$ cat config.mk
export PLATFORM = sky130hd
export DESIGN_NAME = vdec_out_ctrl
export DESIGN_NICKNAME = d
export VERILOG_FILES = /design/src/inc/vdec_out_pkg.sv /design/src/rtl/vdec_out_ctrl.sv
export SDC_FILE = /design/constraint.sdc
export NUM_CORES = 1
export LEC_CHECK = 0
export BUFFER_PORTS_ARGS = -buffer_cell sky130_fd_sc_hd__buf_2
export CORE_MARGIN = 2
export CORE_UTILIZATION = 62
export CTS_CLUSTER_DIAMETER = 120
export DETAILED_ROUTE_END_ITERATION = 12
export PLACE_DENSITY_LB_ADDON = 0.12
export SLEW_MARGIN = 20
export SYNTH_ARGS = -nofsm -noshare
export SYNTH_HDL_FRONTEND = slang
export SYNTH_SLANG_ARGS = --single-unit
$ cat constraint.sdc
create_clock -name CLOCK_IN -period 29.5 [get_ports CLOCK_IN]
set_input_delay 1.475 -clock CLOCK_IN [delete_from_list [all_inputs] [get_ports CLOCK_IN]]
set_output_delay 1.475 -clock CLOCK_IN [all_outputs]
set_load 0.02 [all_outputs]
$ cat src/inc/vdec_out_pkg.sv
package vdec_out_pkg;
    // --------------------------------------------------------------
    // sizes
    // --------------------------------------------------------------
    localparam int          NUM_FB   = 16;
    localparam int          FB_W     = 4;
    localparam int          NXT_CNT  = 3;
    localparam int          ADDR_W   = 8;
    localparam int          DATA_W   = 32;
    // --------------------------------------------------------------
    // register byte offsets
    // --------------------------------------------------------------
    localparam logic [7:0]  A_CMD      = 8'h00;
    localparam logic [7:0]  A_ARG      = 8'h04;
    localparam logic [7:0]  A_STREAM   = 8'h08;
    localparam logic [7:0]  A_DISP_CLR = 8'h0C;
    localparam logic [7:0]  A_INT_EN   = 8'h10;
    localparam logic [7:0]  A_STATUS   = 8'h14;
    localparam logic [7:0]  A_DISP_IDX = 8'h18;
    localparam logic [7:0]  A_DEC_IDX  = 8'h1C;
    localparam logic [7:0]  A_NEXT_IDX = 8'h20;
    localparam logic [7:0]  A_CROP_L   = 8'h24;
    localparam logic [7:0]  A_CROP_R   = 8'h28;
    localparam logic [7:0]  A_CROP_T   = 8'h2C;
    localparam logic [7:0]  A_CROP_B   = 8'h30;
    localparam logic [7:0]  A_SAVE     = 8'h34;
    localparam logic [7:0]  A_FLAGS    = 8'h38;
    localparam logic [7:0]  A_ROT      = 8'h3C;
    localparam logic [7:0]  A_DBK      = 8'h40;
    // --------------------------------------------------------------
    // commands written to A_CMD
    // --------------------------------------------------------------
    localparam logic [3:0]  CMD_START   = 4'h1;
    localparam logic [3:0]  CMD_SEQUENCE_END_COMMAND = 4'h2;
    localparam logic [3:0]  CMD_OPEN    = 4'h3;
    localparam logic [3:0]  CMD_ROTATE  = 4'h4;
    localparam logic [3:0]  CMD_OOB     = 4'h5;
    localparam logic [3:0]  CMD_DBK     = 4'h6;
    // --------------------------------------------------------------
    // interrupt bits, status bits, engine display codes
    // --------------------------------------------------------------
    localparam int          INT_EMPTY  = 1;
    localparam int          INT_DONE   = 3;
    localparam int          ST_BUSY_B  = 4;
    localparam int          ST_EOS_B   = 5;
    localparam logic [1:0]  DC_VALID   = 2'h0;
    localparam logic [1:0]  DC_SKIP    = 2'h1;
    localparam logic [1:0]  DC_NONE    = 2'h2;
    // --------------------------------------------------------------
    // result codes
    // --------------------------------------------------------------
    localparam logic [15:0] IDX_NEG1   = 16'hFFFF;
    localparam logic [15:0] IDX_NEG2   = 16'hFFFE;
    localparam logic [15:0] IDX_NEG3   = 16'hFFFD;
    localparam logic [7:0]  NXT_NONE   = 8'hFF;
    localparam logic [15:0] ZERO16     = 16'h0000;

    typedef enum logic [2:0] {
        ST_IDLE  = 3'b001,
        ST_RUN   = 3'b010,
        ST_FLUSH = 3'b100
    } state_t;
endpackage : vdec_out_pkg

$ cat src/rtl/vdec_out_ctrl.sv
`timescale 1ns/1ps
module vdec_out_ctrl
    import vdec_out_pkg::*;
(
    // clock and reset
    input  wire logic                            CLOCK_IN,
    input  wire logic                            RESET_N_IN,
    // register port
    input  wire logic [vdec_out_pkg::ADDR_W-1:0] ADDR_IN,
    input  wire logic [vdec_out_pkg::DATA_W-1:0] WDATA_IN,
    input  wire logic                            WR_IN,
    input  wire logic                            RD_IN,
    output logic      [vdec_out_pkg::DATA_W-1:0] RDATA_OUT,
    // decode engine results
    input  wire logic                            ENG_DONE_IN,
    input  wire logic [1:0]                      ENG_DISP_CODE_IN,
    input  wire logic [vdec_out_pkg::FB_W-1:0]   ENG_DISP_IDX_IN,
    input  wire logic                            ENG_CROP_ON_IN,
    input  wire logic [15:0]                     ENG_CROP_L_IN,
    input  wire logic [15:0]                     ENG_CROP_R_IN,
    input  wire logic [15:0]                     ENG_CROP_T_IN,
    input  wire logic [15:0]                     ENG_CROP_B_IN,
    input  wire logic                            ENG_PS_LACK_IN,
    input  wire logic                            ENG_SLICE_LACK_IN,
    input  wire logic                            ENG_STARVED_IN,
    // decode engine control
    output logic                                 ENG_START_OUT,
    output logic                                 ENG_FLUSH_OUT,
    output logic      [vdec_out_pkg::FB_W-1:0]   ENG_TARGET_OUT,
    output logic                                 ENG_EOS_OUT,
    output logic                                 ENG_FEED_OUT,
    output logic                                 ENG_SEQUENCE_END_COMMAND_OUT,
    output logic                                 ENG_OOB_OUT,
    output logic      [vdec_out_pkg::DATA_W-1:0] ROT_CFG_OUT,
    output logic      [vdec_out_pkg::DATA_W-1:0] DBK_ADDR_OUT,
    // interrupt
    output logic                                 IRQ_OUT
);
    import vdec_out_pkg::*;

    // --------------------------------------------------------------
    // state
    // --------------------------------------------------------------
    state_t              state_ff,    nxt_state;
    logic [NUM_FB-1:0]   flags_ff,    nxt_flags;
    logic [DATA_W-1:0]   arg_ff,      nxt_arg;
    logic [DATA_W-1:0]   rot_ff,      nxt_rot;
    logic [DATA_W-1:0]   dbk_ff,      nxt_dbk;
    logic [DATA_W-1:0]   int_en_ff,   nxt_int_en;
    logic [DATA_W-1:0]   pend_ff,     nxt_pend;
    logic [15:0]         disp_ff,     nxt_disp;
    logic [15:0]         dec_ff,      nxt_dec;
    logic [23:0]         next_ff,     nxt_next;
    logic [15:0]         crop_l_ff,   nxt_crop_l;
    logic [15:0]         crop_r_ff,   nxt_crop_r;
    logic [15:0]         crop_t_ff,   nxt_crop_t;
    logic [15:0]         crop_b_ff,   nxt_crop_b;
    logic [1:0]          save_ff,     nxt_save;
    logic                eos_ff,      nxt_eos;
    logic                starv_ff;
    logic                start_ff,    nxt_start;
    logic [FB_W-1:0]     target_ff,   nxt_target;
    logic                eos_p_ff,    nxt_eos_p;
    logic                feed_ff,     nxt_feed;
    logic                sequence_end_command_ff,  nxt_sequence_end_command;
    logic                oob_ff,      nxt_oob;
    logic [DATA_W-1:0]   rdata_ff,    nxt_rdata;

    logic [7:0]          free_list [NXT_CNT];
    logic [1:0]          nfound;
    logic                cmd_wr;
    logic [3:0]          cmd;
    logic                busy_done;
    logic [NUM_FB-1:0]   clr_mask;
    logic [NUM_FB-1:0]   set_mask;
    logic [NUM_FB-1:0]   seen_flags;

    assign cmd_wr    = WR_IN && (ADDR_IN == A_CMD);
    assign cmd       = WDATA_IN[3:0];
    assign busy_done = ENG_DONE_IN && (state_ff != ST_IDLE);

    // next indices must skip a buffer flagged for display in this same cycle
    assign clr_mask   = (WR_IN && ADDR_IN == A_DISP_CLR) ?
                        WDATA_IN[NUM_FB-1:0] : '0;
    assign set_mask   = (busy_done && ENG_DISP_CODE_IN == DC_VALID) ?
                        (NUM_FB'(1) << ENG_DISP_IDX_IN) : '0;
    assign seen_flags = (flags_ff & ~clr_mask) | set_mask;

    // --------------------------------------------------------------
    // free buffer search, lowest index first
    // --------------------------------------------------------------
    always_comb
    begin
        nfound = 2'd0;
        for (int k = 0; k < NXT_CNT; k++)
            free_list[k] = NXT_NONE;
        for (int i = 0; i < NUM_FB; i++)
        begin
            if (!seen_flags[i] && nfound != 2'(NXT_CNT))
            begin
                free_list[nfound] = 8'(i);
                nfound = nfound + 2'd1;
            end
        end
    end

    // --------------------------------------------------------------
    // command interpreter
    // --------------------------------------------------------------
    always_comb
    begin
        nxt_state   = state_ff;
        nxt_flags   = flags_ff;
        nxt_arg     = arg_ff;
        nxt_rot     = rot_ff;
        nxt_dbk     = dbk_ff;
        nxt_int_en  = int_en_ff;
        nxt_pend    = pend_ff;
        nxt_disp    = disp_ff;
        nxt_dec     = dec_ff;
        nxt_next    = next_ff;
        nxt_crop_l  = crop_l_ff;
        nxt_crop_r  = crop_r_ff;
        nxt_crop_t  = crop_t_ff;
        nxt_crop_b  = crop_b_ff;
        nxt_save    = save_ff;
        nxt_eos     = eos_ff;
        nxt_start   = 1'b0;
        nxt_target  = target_ff;
        nxt_eos_p   = 1'b0;
        nxt_feed    = 1'b0;
        nxt_sequence_end_command = 1'b0;
        nxt_oob     = 1'b0;

        // software side first, so hardware sets below win over clears
        if (WR_IN)
        begin
            case (ADDR_IN)
                A_ARG:      nxt_arg    = WDATA_IN;
                A_INT_EN:   nxt_int_en = WDATA_IN;
                A_STATUS:   nxt_pend   = pend_ff & ~WDATA_IN;
                A_DISP_CLR: nxt_flags  = flags_ff & ~clr_mask;
                A_STREAM:
                begin
                    if (WDATA_IN == 32'h0000_0000)
                    begin
                        nxt_eos   = 1'b1;
                        nxt_eos_p = 1'b1;
                    end
                    else
                        nxt_feed  = 1'b1;
                end
                default: ;
            endcase
        end

        case (state_ff)
            ST_IDLE:
            begin
                if (cmd_wr)
                begin
                    case (cmd)
                        CMD_START:
                        begin
                            if (eos_ff)
                            begin
                                nxt_start = 1'b1;
                                nxt_state = ST_FLUSH;
                            end
                            else if (nfound != 2'd0)
                            begin
                                nxt_start  = 1'b1;
                                nxt_target = free_list[0][FB_W-1:0];
                                nxt_state  = ST_RUN;
                            end
                            else
                            begin
                                // refused start still completes
                                nxt_dec  = IDX_NEG1;
                                nxt_disp = IDX_NEG3;
                                nxt_pend[INT_DONE] = 1'b1;
                            end
                        end
                        CMD_OPEN:
                        begin
                            nxt_flags = '0;
                            nxt_eos   = 1'b0;
                        end
                        CMD_SEQUENCE_END_COMMAND:
                        begin
                            nxt_sequence_end_command = 1'b1;
                            nxt_eos     = 1'b0;
                        end
                        CMD_ROTATE: nxt_rot = arg_ff;
                        CMD_DBK:    nxt_dbk = arg_ff;
                        CMD_OOB:    nxt_oob = 1'b1;
                        default: ;
                    endcase
                end
            end
            ST_RUN:
            begin
                if (ENG_DONE_IN)
                begin
                    nxt_state = ST_IDLE;
                    nxt_dec   = {{(16-FB_W){1'b0}}, target_ff};
                    nxt_next  = {free_list[2], free_list[1],
                                 free_list[0]};
                    nxt_save  = {ENG_SLICE_LACK_IN, ENG_PS_LACK_IN};
                    case (ENG_DISP_CODE_IN)
                        DC_VALID: nxt_disp = {{(16-FB_W){1'b0}},
                                              ENG_DISP_IDX_IN};
                        DC_SKIP:  nxt_disp = IDX_NEG2;
                        default:  nxt_disp = IDX_NEG3;
                    endcase
                    if (ENG_CROP_ON_IN)
                    begin
                        nxt_crop_l = ENG_CROP_L_IN;
                        nxt_crop_r = ENG_CROP_R_IN;
                        nxt_crop_t = ENG_CROP_T_IN;
                        nxt_crop_b = ENG_CROP_B_IN;
                    end
                    else
                    begin
                        nxt_crop_l = ZERO16;
                        nxt_crop_r = ZERO16;
                        nxt_crop_t = ZERO16;
                        nxt_crop_b = ZERO16;
                    end
                end
            end
            ST_FLUSH:
            begin
                if (ENG_DONE_IN)
                begin
                    // no decode happens here; next indices left stale
                    nxt_state = ST_IDLE;
                    nxt_dec   = IDX_NEG1;
                    if (ENG_DISP_CODE_IN == DC_VALID)
                        nxt_disp = {{(16-FB_W){1'b0}},
                                    ENG_DISP_IDX_IN};
                    else
                        nxt_disp = IDX_NEG1;
                end
            end
            default: nxt_state = ST_IDLE;
        endcase

        if (busy_done)
        begin
            nxt_pend[INT_DONE] = 1'b1;
            if (ENG_DISP_CODE_IN == DC_VALID)
                nxt_flags[ENG_DISP_IDX_IN] = 1'b1;
        end
        if (state_ff == ST_RUN && ENG_STARVED_IN && !starv_ff)
            nxt_pend[INT_EMPTY] = 1'b1;
    end

    // --------------------------------------------------------------
    // register read mux, data one cycle after the strobe
    // --------------------------------------------------------------
    always_comb
    begin
        nxt_rdata = '0;
        if (RD_IN)
        begin
            case (ADDR_IN)
                A_ARG:      nxt_rdata = arg_ff;
                A_INT_EN:   nxt_rdata = int_en_ff;
                A_STATUS:
                begin
                    nxt_rdata = pend_ff;
                    nxt_rdata[ST_BUSY_B] = (state_ff != ST_IDLE);
                    nxt_rdata[ST_EOS_B]  = eos_ff;
                end
                A_DISP_IDX: nxt_rdata = {16'h0000, disp_ff};
                A_DEC_IDX:  nxt_rdata = {16'h0000, dec_ff};
                A_NEXT_IDX: nxt_rdata = {8'h00, next_ff};
                A_CROP_L:   nxt_rdata = {16'h0000, crop_l_ff};
                A_CROP_R:   nxt_rdata = {16'h0000, crop_r_ff};
                A_CROP_T:   nxt_rdata = {16'h0000, crop_t_ff};
                A_CROP_B:   nxt_rdata = {16'h0000, crop_b_ff};
                A_SAVE:     nxt_rdata = {30'h0000_0000, save_ff};
                A_FLAGS:    nxt_rdata = {16'h0000, flags_ff};
                A_ROT:      nxt_rdata = rot_ff;
                A_DBK:      nxt_rdata = dbk_ff;
                default:    nxt_rdata = '0;
            endcase
        end
    end

    always_ff @(posedge CLOCK_IN or negedge RESET_N_IN)
    begin
        if (!RESET_N_IN)
        begin
            state_ff   <= ST_IDLE;
            flags_ff   <= '0;
            arg_ff     <= '0;
            rot_ff     <= '0;
            dbk_ff     <= '0;
            int_en_ff  <= '0;
            pend_ff    <= '0;
            disp_ff    <= IDX_NEG3;
            dec_ff     <= IDX_NEG1;
            next_ff    <= {NXT_NONE, NXT_NONE, NXT_NONE};
            crop_l_ff  <= ZERO16;
            crop_r_ff  <= ZERO16;
            crop_t_ff  <= ZERO16;
            crop_b_ff  <= ZERO16;
            save_ff    <= 2'b00;
            eos_ff     <= 1'b0;
            starv_ff   <= 1'b0;
            start_ff   <= 1'b0;
            target_ff  <= '0;
            eos_p_ff   <= 1'b0;
            feed_ff    <= 1'b0;
            sequence_end_command_ff <= 1'b0;
            oob_ff     <= 1'b0;
            rdata_ff   <= '0;
        end
        else
        begin
            state_ff   <= nxt_state;
            flags_ff   <= nxt_flags;
            arg_ff     <= nxt_arg;
            rot_ff     <= nxt_rot;
            dbk_ff     <= nxt_dbk;
            int_en_ff  <= nxt_int_en;
            pend_ff    <= nxt_pend;
            disp_ff    <= nxt_disp;
            dec_ff     <= nxt_dec;
            next_ff    <= nxt_next;
            crop_l_ff  <= nxt_crop_l;
            crop_r_ff  <= nxt_crop_r;
            crop_t_ff  <= nxt_crop_t;
            crop_b_ff  <= nxt_crop_b;
            save_ff    <= nxt_save;
            eos_ff     <= nxt_eos;
            starv_ff   <= ENG_STARVED_IN;
            start_ff   <= nxt_start;
            target_ff  <= nxt_target;
            eos_p_ff   <= nxt_eos_p;
            feed_ff    <= nxt_feed;
            sequence_end_command_ff <= nxt_sequence_end_command;
            oob_ff     <= nxt_oob;
            rdata_ff   <= nxt_rdata;
        end
    end

    assign RDATA_OUT       = rdata_ff;
    assign ENG_START_OUT   = start_ff;
    assign ENG_FLUSH_OUT   = (state_ff == ST_FLUSH);
    assign ENG_TARGET_OUT  = target_ff;
    assign ENG_EOS_OUT     = eos_p_ff;
    assign ENG_FEED_OUT    = feed_ff;
    assign ENG_SEQUENCE_END_COMMAND_OUT = sequence_end_command_ff;
    assign ENG_OOB_OUT     = oob_ff;
    assign ROT_CFG_OUT     = rot_ff;
    assign DBK_ADDR_OUT    = dbk_ff;
    assign IRQ_OUT         = |(pend_ff & int_en_ff);
endmodule : vdec_out_ctrl

==> impl_metrics.tcl <==
set metrics [dict create \
    grt_max_degree 88 \
    hold_viol 0 \
    viasPerCell 6.93 \
    drive_above_1_share 0.304 \
    gp_congestion 0.992 \
    clock_latency_ns 0.58 \
    synthTopCellsByArea "dfrtp_1 46%, mux2_2 9.7%, nand2_1 5.3%" \
    synth_top_area_share 0.463 \
    synth_top_family_by_area "compound AO/OA/AOI/OAI gates" \
    synth_compound_area_frac 0.173 \
    synth.mux.area_fraction 0.102 \
    async_flop_share 1.00 \
    crit_path_end_kind "flop" \
    final_cell_mix "288 x dfrtp_1, 224 x buf_2, 220 x nand2_1, 134 x mux2_2, 85 x nand3_1" \
    gr-total-overflow 0 \
    crit_required_ns 29.96 \
    synth_area_per_cell_um2 10.9 \
    period_share 0.718 \
    ant_nets 0 \
    yosysUniqueCellTypes 81 \
    coreArea_um2 24500 \
    synth_top_area_cell "dfrtp_1" \
    track_usage 0.407 \
    cts_root_buffer "clkbuf_16" \
    cts_setup_buffers 0 \
    start_kind "input pin" \
    final_common_cell "dfrtp_1" \
    h-tree-depth 1 \
    rsz0062_at_grt "false" \
    fp.dieH_um 162 \
    synth_fp_nets 1599 \
    drv_slew 0 \
    finalWirelength_um 54300 \
    clockBufferDepth 3 \
    cts.sinks 313 \
    slowest_delay_ns 0.80 \
    nets 1810 \
    synthXorXnorAreaFrac 0.0152 \
    drcViolationCount 0 \
    finalSetupTns_ns 0 \
    arrival_ns 21.65 \
    io_buffers 225 \
    row_count 57 \
    worst_pin_slew_ns 1.06 \
    relSlewSlack 0.294 \
    hp-class "flop to flop" \
    die_area_um2 26400 \
    synth_edf_count 0 \
    synthFlopType "dfrtp_1" \
    synth_fa_ha_area_frac 0.0455 \
    io_pins 226 \
    dp_hpwl_um 38400 \
    final-setup-viol-count 0 \
    cp_max_fo 11 \
    power_density_nw_per_um2 53.4 \
    ir_worst_vdd_v 0.0000467 \
    path_class "input pin to flop" \
    fin_crit_ns 21.19 \
    numCtsBuffers 31 \
    ctsResizeCount 0 \
    drt_iter0_drc 2079 \
    met3_usage 0.100 \
    p_leak_nw 9.13 \
    drt-pass1-iter-count 8 \
    maxCapViolations 0 \
    wire_per_inst_um 27.3 \
    cts_hold_buf 0 \
    crit_path_top_delay_cell "fa_1" \
    cp_common_cell "ha_1" \
    tritoncts "done" \
    grt_pass1_wl_um 80500 \
    use_met1 0.541 \
    num_vias 13800 \
    grt-busiest-layer "met2" \
    status "finished, final reports clean" \
    antenna_found_initial 2 \
    finalPower_w 0.000969 \
    grtUsageMet2 0.639 \
    synthCells 1424 \
    clk_pin_slew_ns 0.07 \
    die_w_um 162 \
    fmax_mhz 47.2 \
    skew_ns 0.0313 \
    synth.yosys.seq_area_share 0.505 \
    ys_warn_count 0 \
    yosys_register_bits 313 \
    start_util 0.636 \
    grt_pass1_vias 13200 \
    syn2layout_area_growth_pct 16.7 \
    synth-simple-area-share 0.129 \
    syn-cell-area_um2 15600 \
]
## area by class of cell
type,count,area (um^2)
diodes,3,7.51
clock buffers,50,947
clock inverters,7,78.8
fillers,1666,6300
inverters,44,165
multi-input cells,987,7280
flip-flops and latches,313,7860
well taps,324,405
repair buffers,258,1410
## state kept, by name, summed over array words and instances (netlist names), 2 cells and up
register and cells:
crop_t_ff 16, dec_ff 5, disp_ff 5, state_ff 3
int_en_ff 32, next_ff 15, crop_l_ff 16, flags_ff 16
RDATA_OUT 32, save_ff 2, ROT_CFG_OUT 32, DBK_ADDR_OUT 32
ENG_TARGET_OUT 4, crop_r_ff 16, arg_ff 32, crop_b_ff 16
pend_ff 32
## worst paths after layout
check / depth (start not counted) / startpoint / slack [ns] / end
min in group asynchronous: 1 / RESET_N_IN / 0.85 / ROT_CFG_OUT[27]
min: 2 / crop_l_ff[5] / 0.47 / crop_l_ff[5]
max reg2reg: 75 / state_ff[0] / 9.21 / disp_ff[1]
max in group asynchronous: 3 / RESET_N_IN / 26.52 / arg_ff[8]
max: 77 / ADDR_IN[7] / 8.31 / disp_ff[1]
min reg2reg: 2 / crop_l_ff[5] / 0.47 / crop_l_ff[5]
## critical path, delay by kind of cell
| kind | cells | cell delay, ns |
|---|---|---|
| mux | 2 | 0.65 |
| xor+xnor | 7 | 2.08 |
| compound gates | 23 | 7.61 |
| fa+ha+maj | 15 | 4.19 |
| buf+inv | 16 | 2.09 |
| simple gates | 14 | 3.55 |
## per-stage QoR
stage	cell area, um^2	std cells	util	worst slack, ns	hold slack (ns)
after floorplan	15600	1424	-	10.15	0.438
after global placement	17100	1925	0.699	8.73	0.451
after detailed placement	17100	1925	0.699	8.13	0.459
after CTS	18100	1982	0.741	8.65	0.473
after global routing	18100	1983	0.742	6.71	0.498
final	18200	1986	0.742	8.31	0.472
## synth_stat cells (all sizes together) (5+ instances only)
cell,instances
a32o,6
a22oi,52
a221oi,29
nor2,55
nand3,85
buf,11
and3,8
ha,55
nor4,11
a22o,30
dfstp,25
dfrtp,288
o22a,6
nor3b,5
a21oi,24
nor2b,8
mux2,137
nor3,9
a41oi,16
nand2,221
clkbuf,69
a31oi,25
nand4,8
o21ai,21
a222oi,43
inv,44
a211oi,9
xnor2,12
a21boi,33
a211o,5
## report_power, final
group          switching, W  total [W]  leakage (nW)  internal (W)
Combinational     0.0000803   0.000124          4.41     0.0000438
Clock              0.000169   0.000397         0.508      0.000228
Sequential       0.00000884   0.000447          4.21      0.000439
Total              0.000258   0.000969          9.13      0.000710
## layer usage
| layer | part of all wire | wire, um |
|---|---|---|
| met5 | 0 | 0 |
| met4 | 0.051 | 2760 |
| met3 | 0.12 | 6320 |
| met2 | 0.46 | 24800 |
| met1 | 0.38 | 20400 |
## cells by family (layout without fill, tap and decap cells)
group,count (synthesis),count (layout)
adders and majority gates,56,56
muxes,140,140
DFF,313,313
other,0,3
buffers and inverters,124,359
AOI/OAI and AO/OA,332,332
xor gates and xnor gates,19,19
and+or+nand+nor,440,440
(Power assumes the default switching activity.)
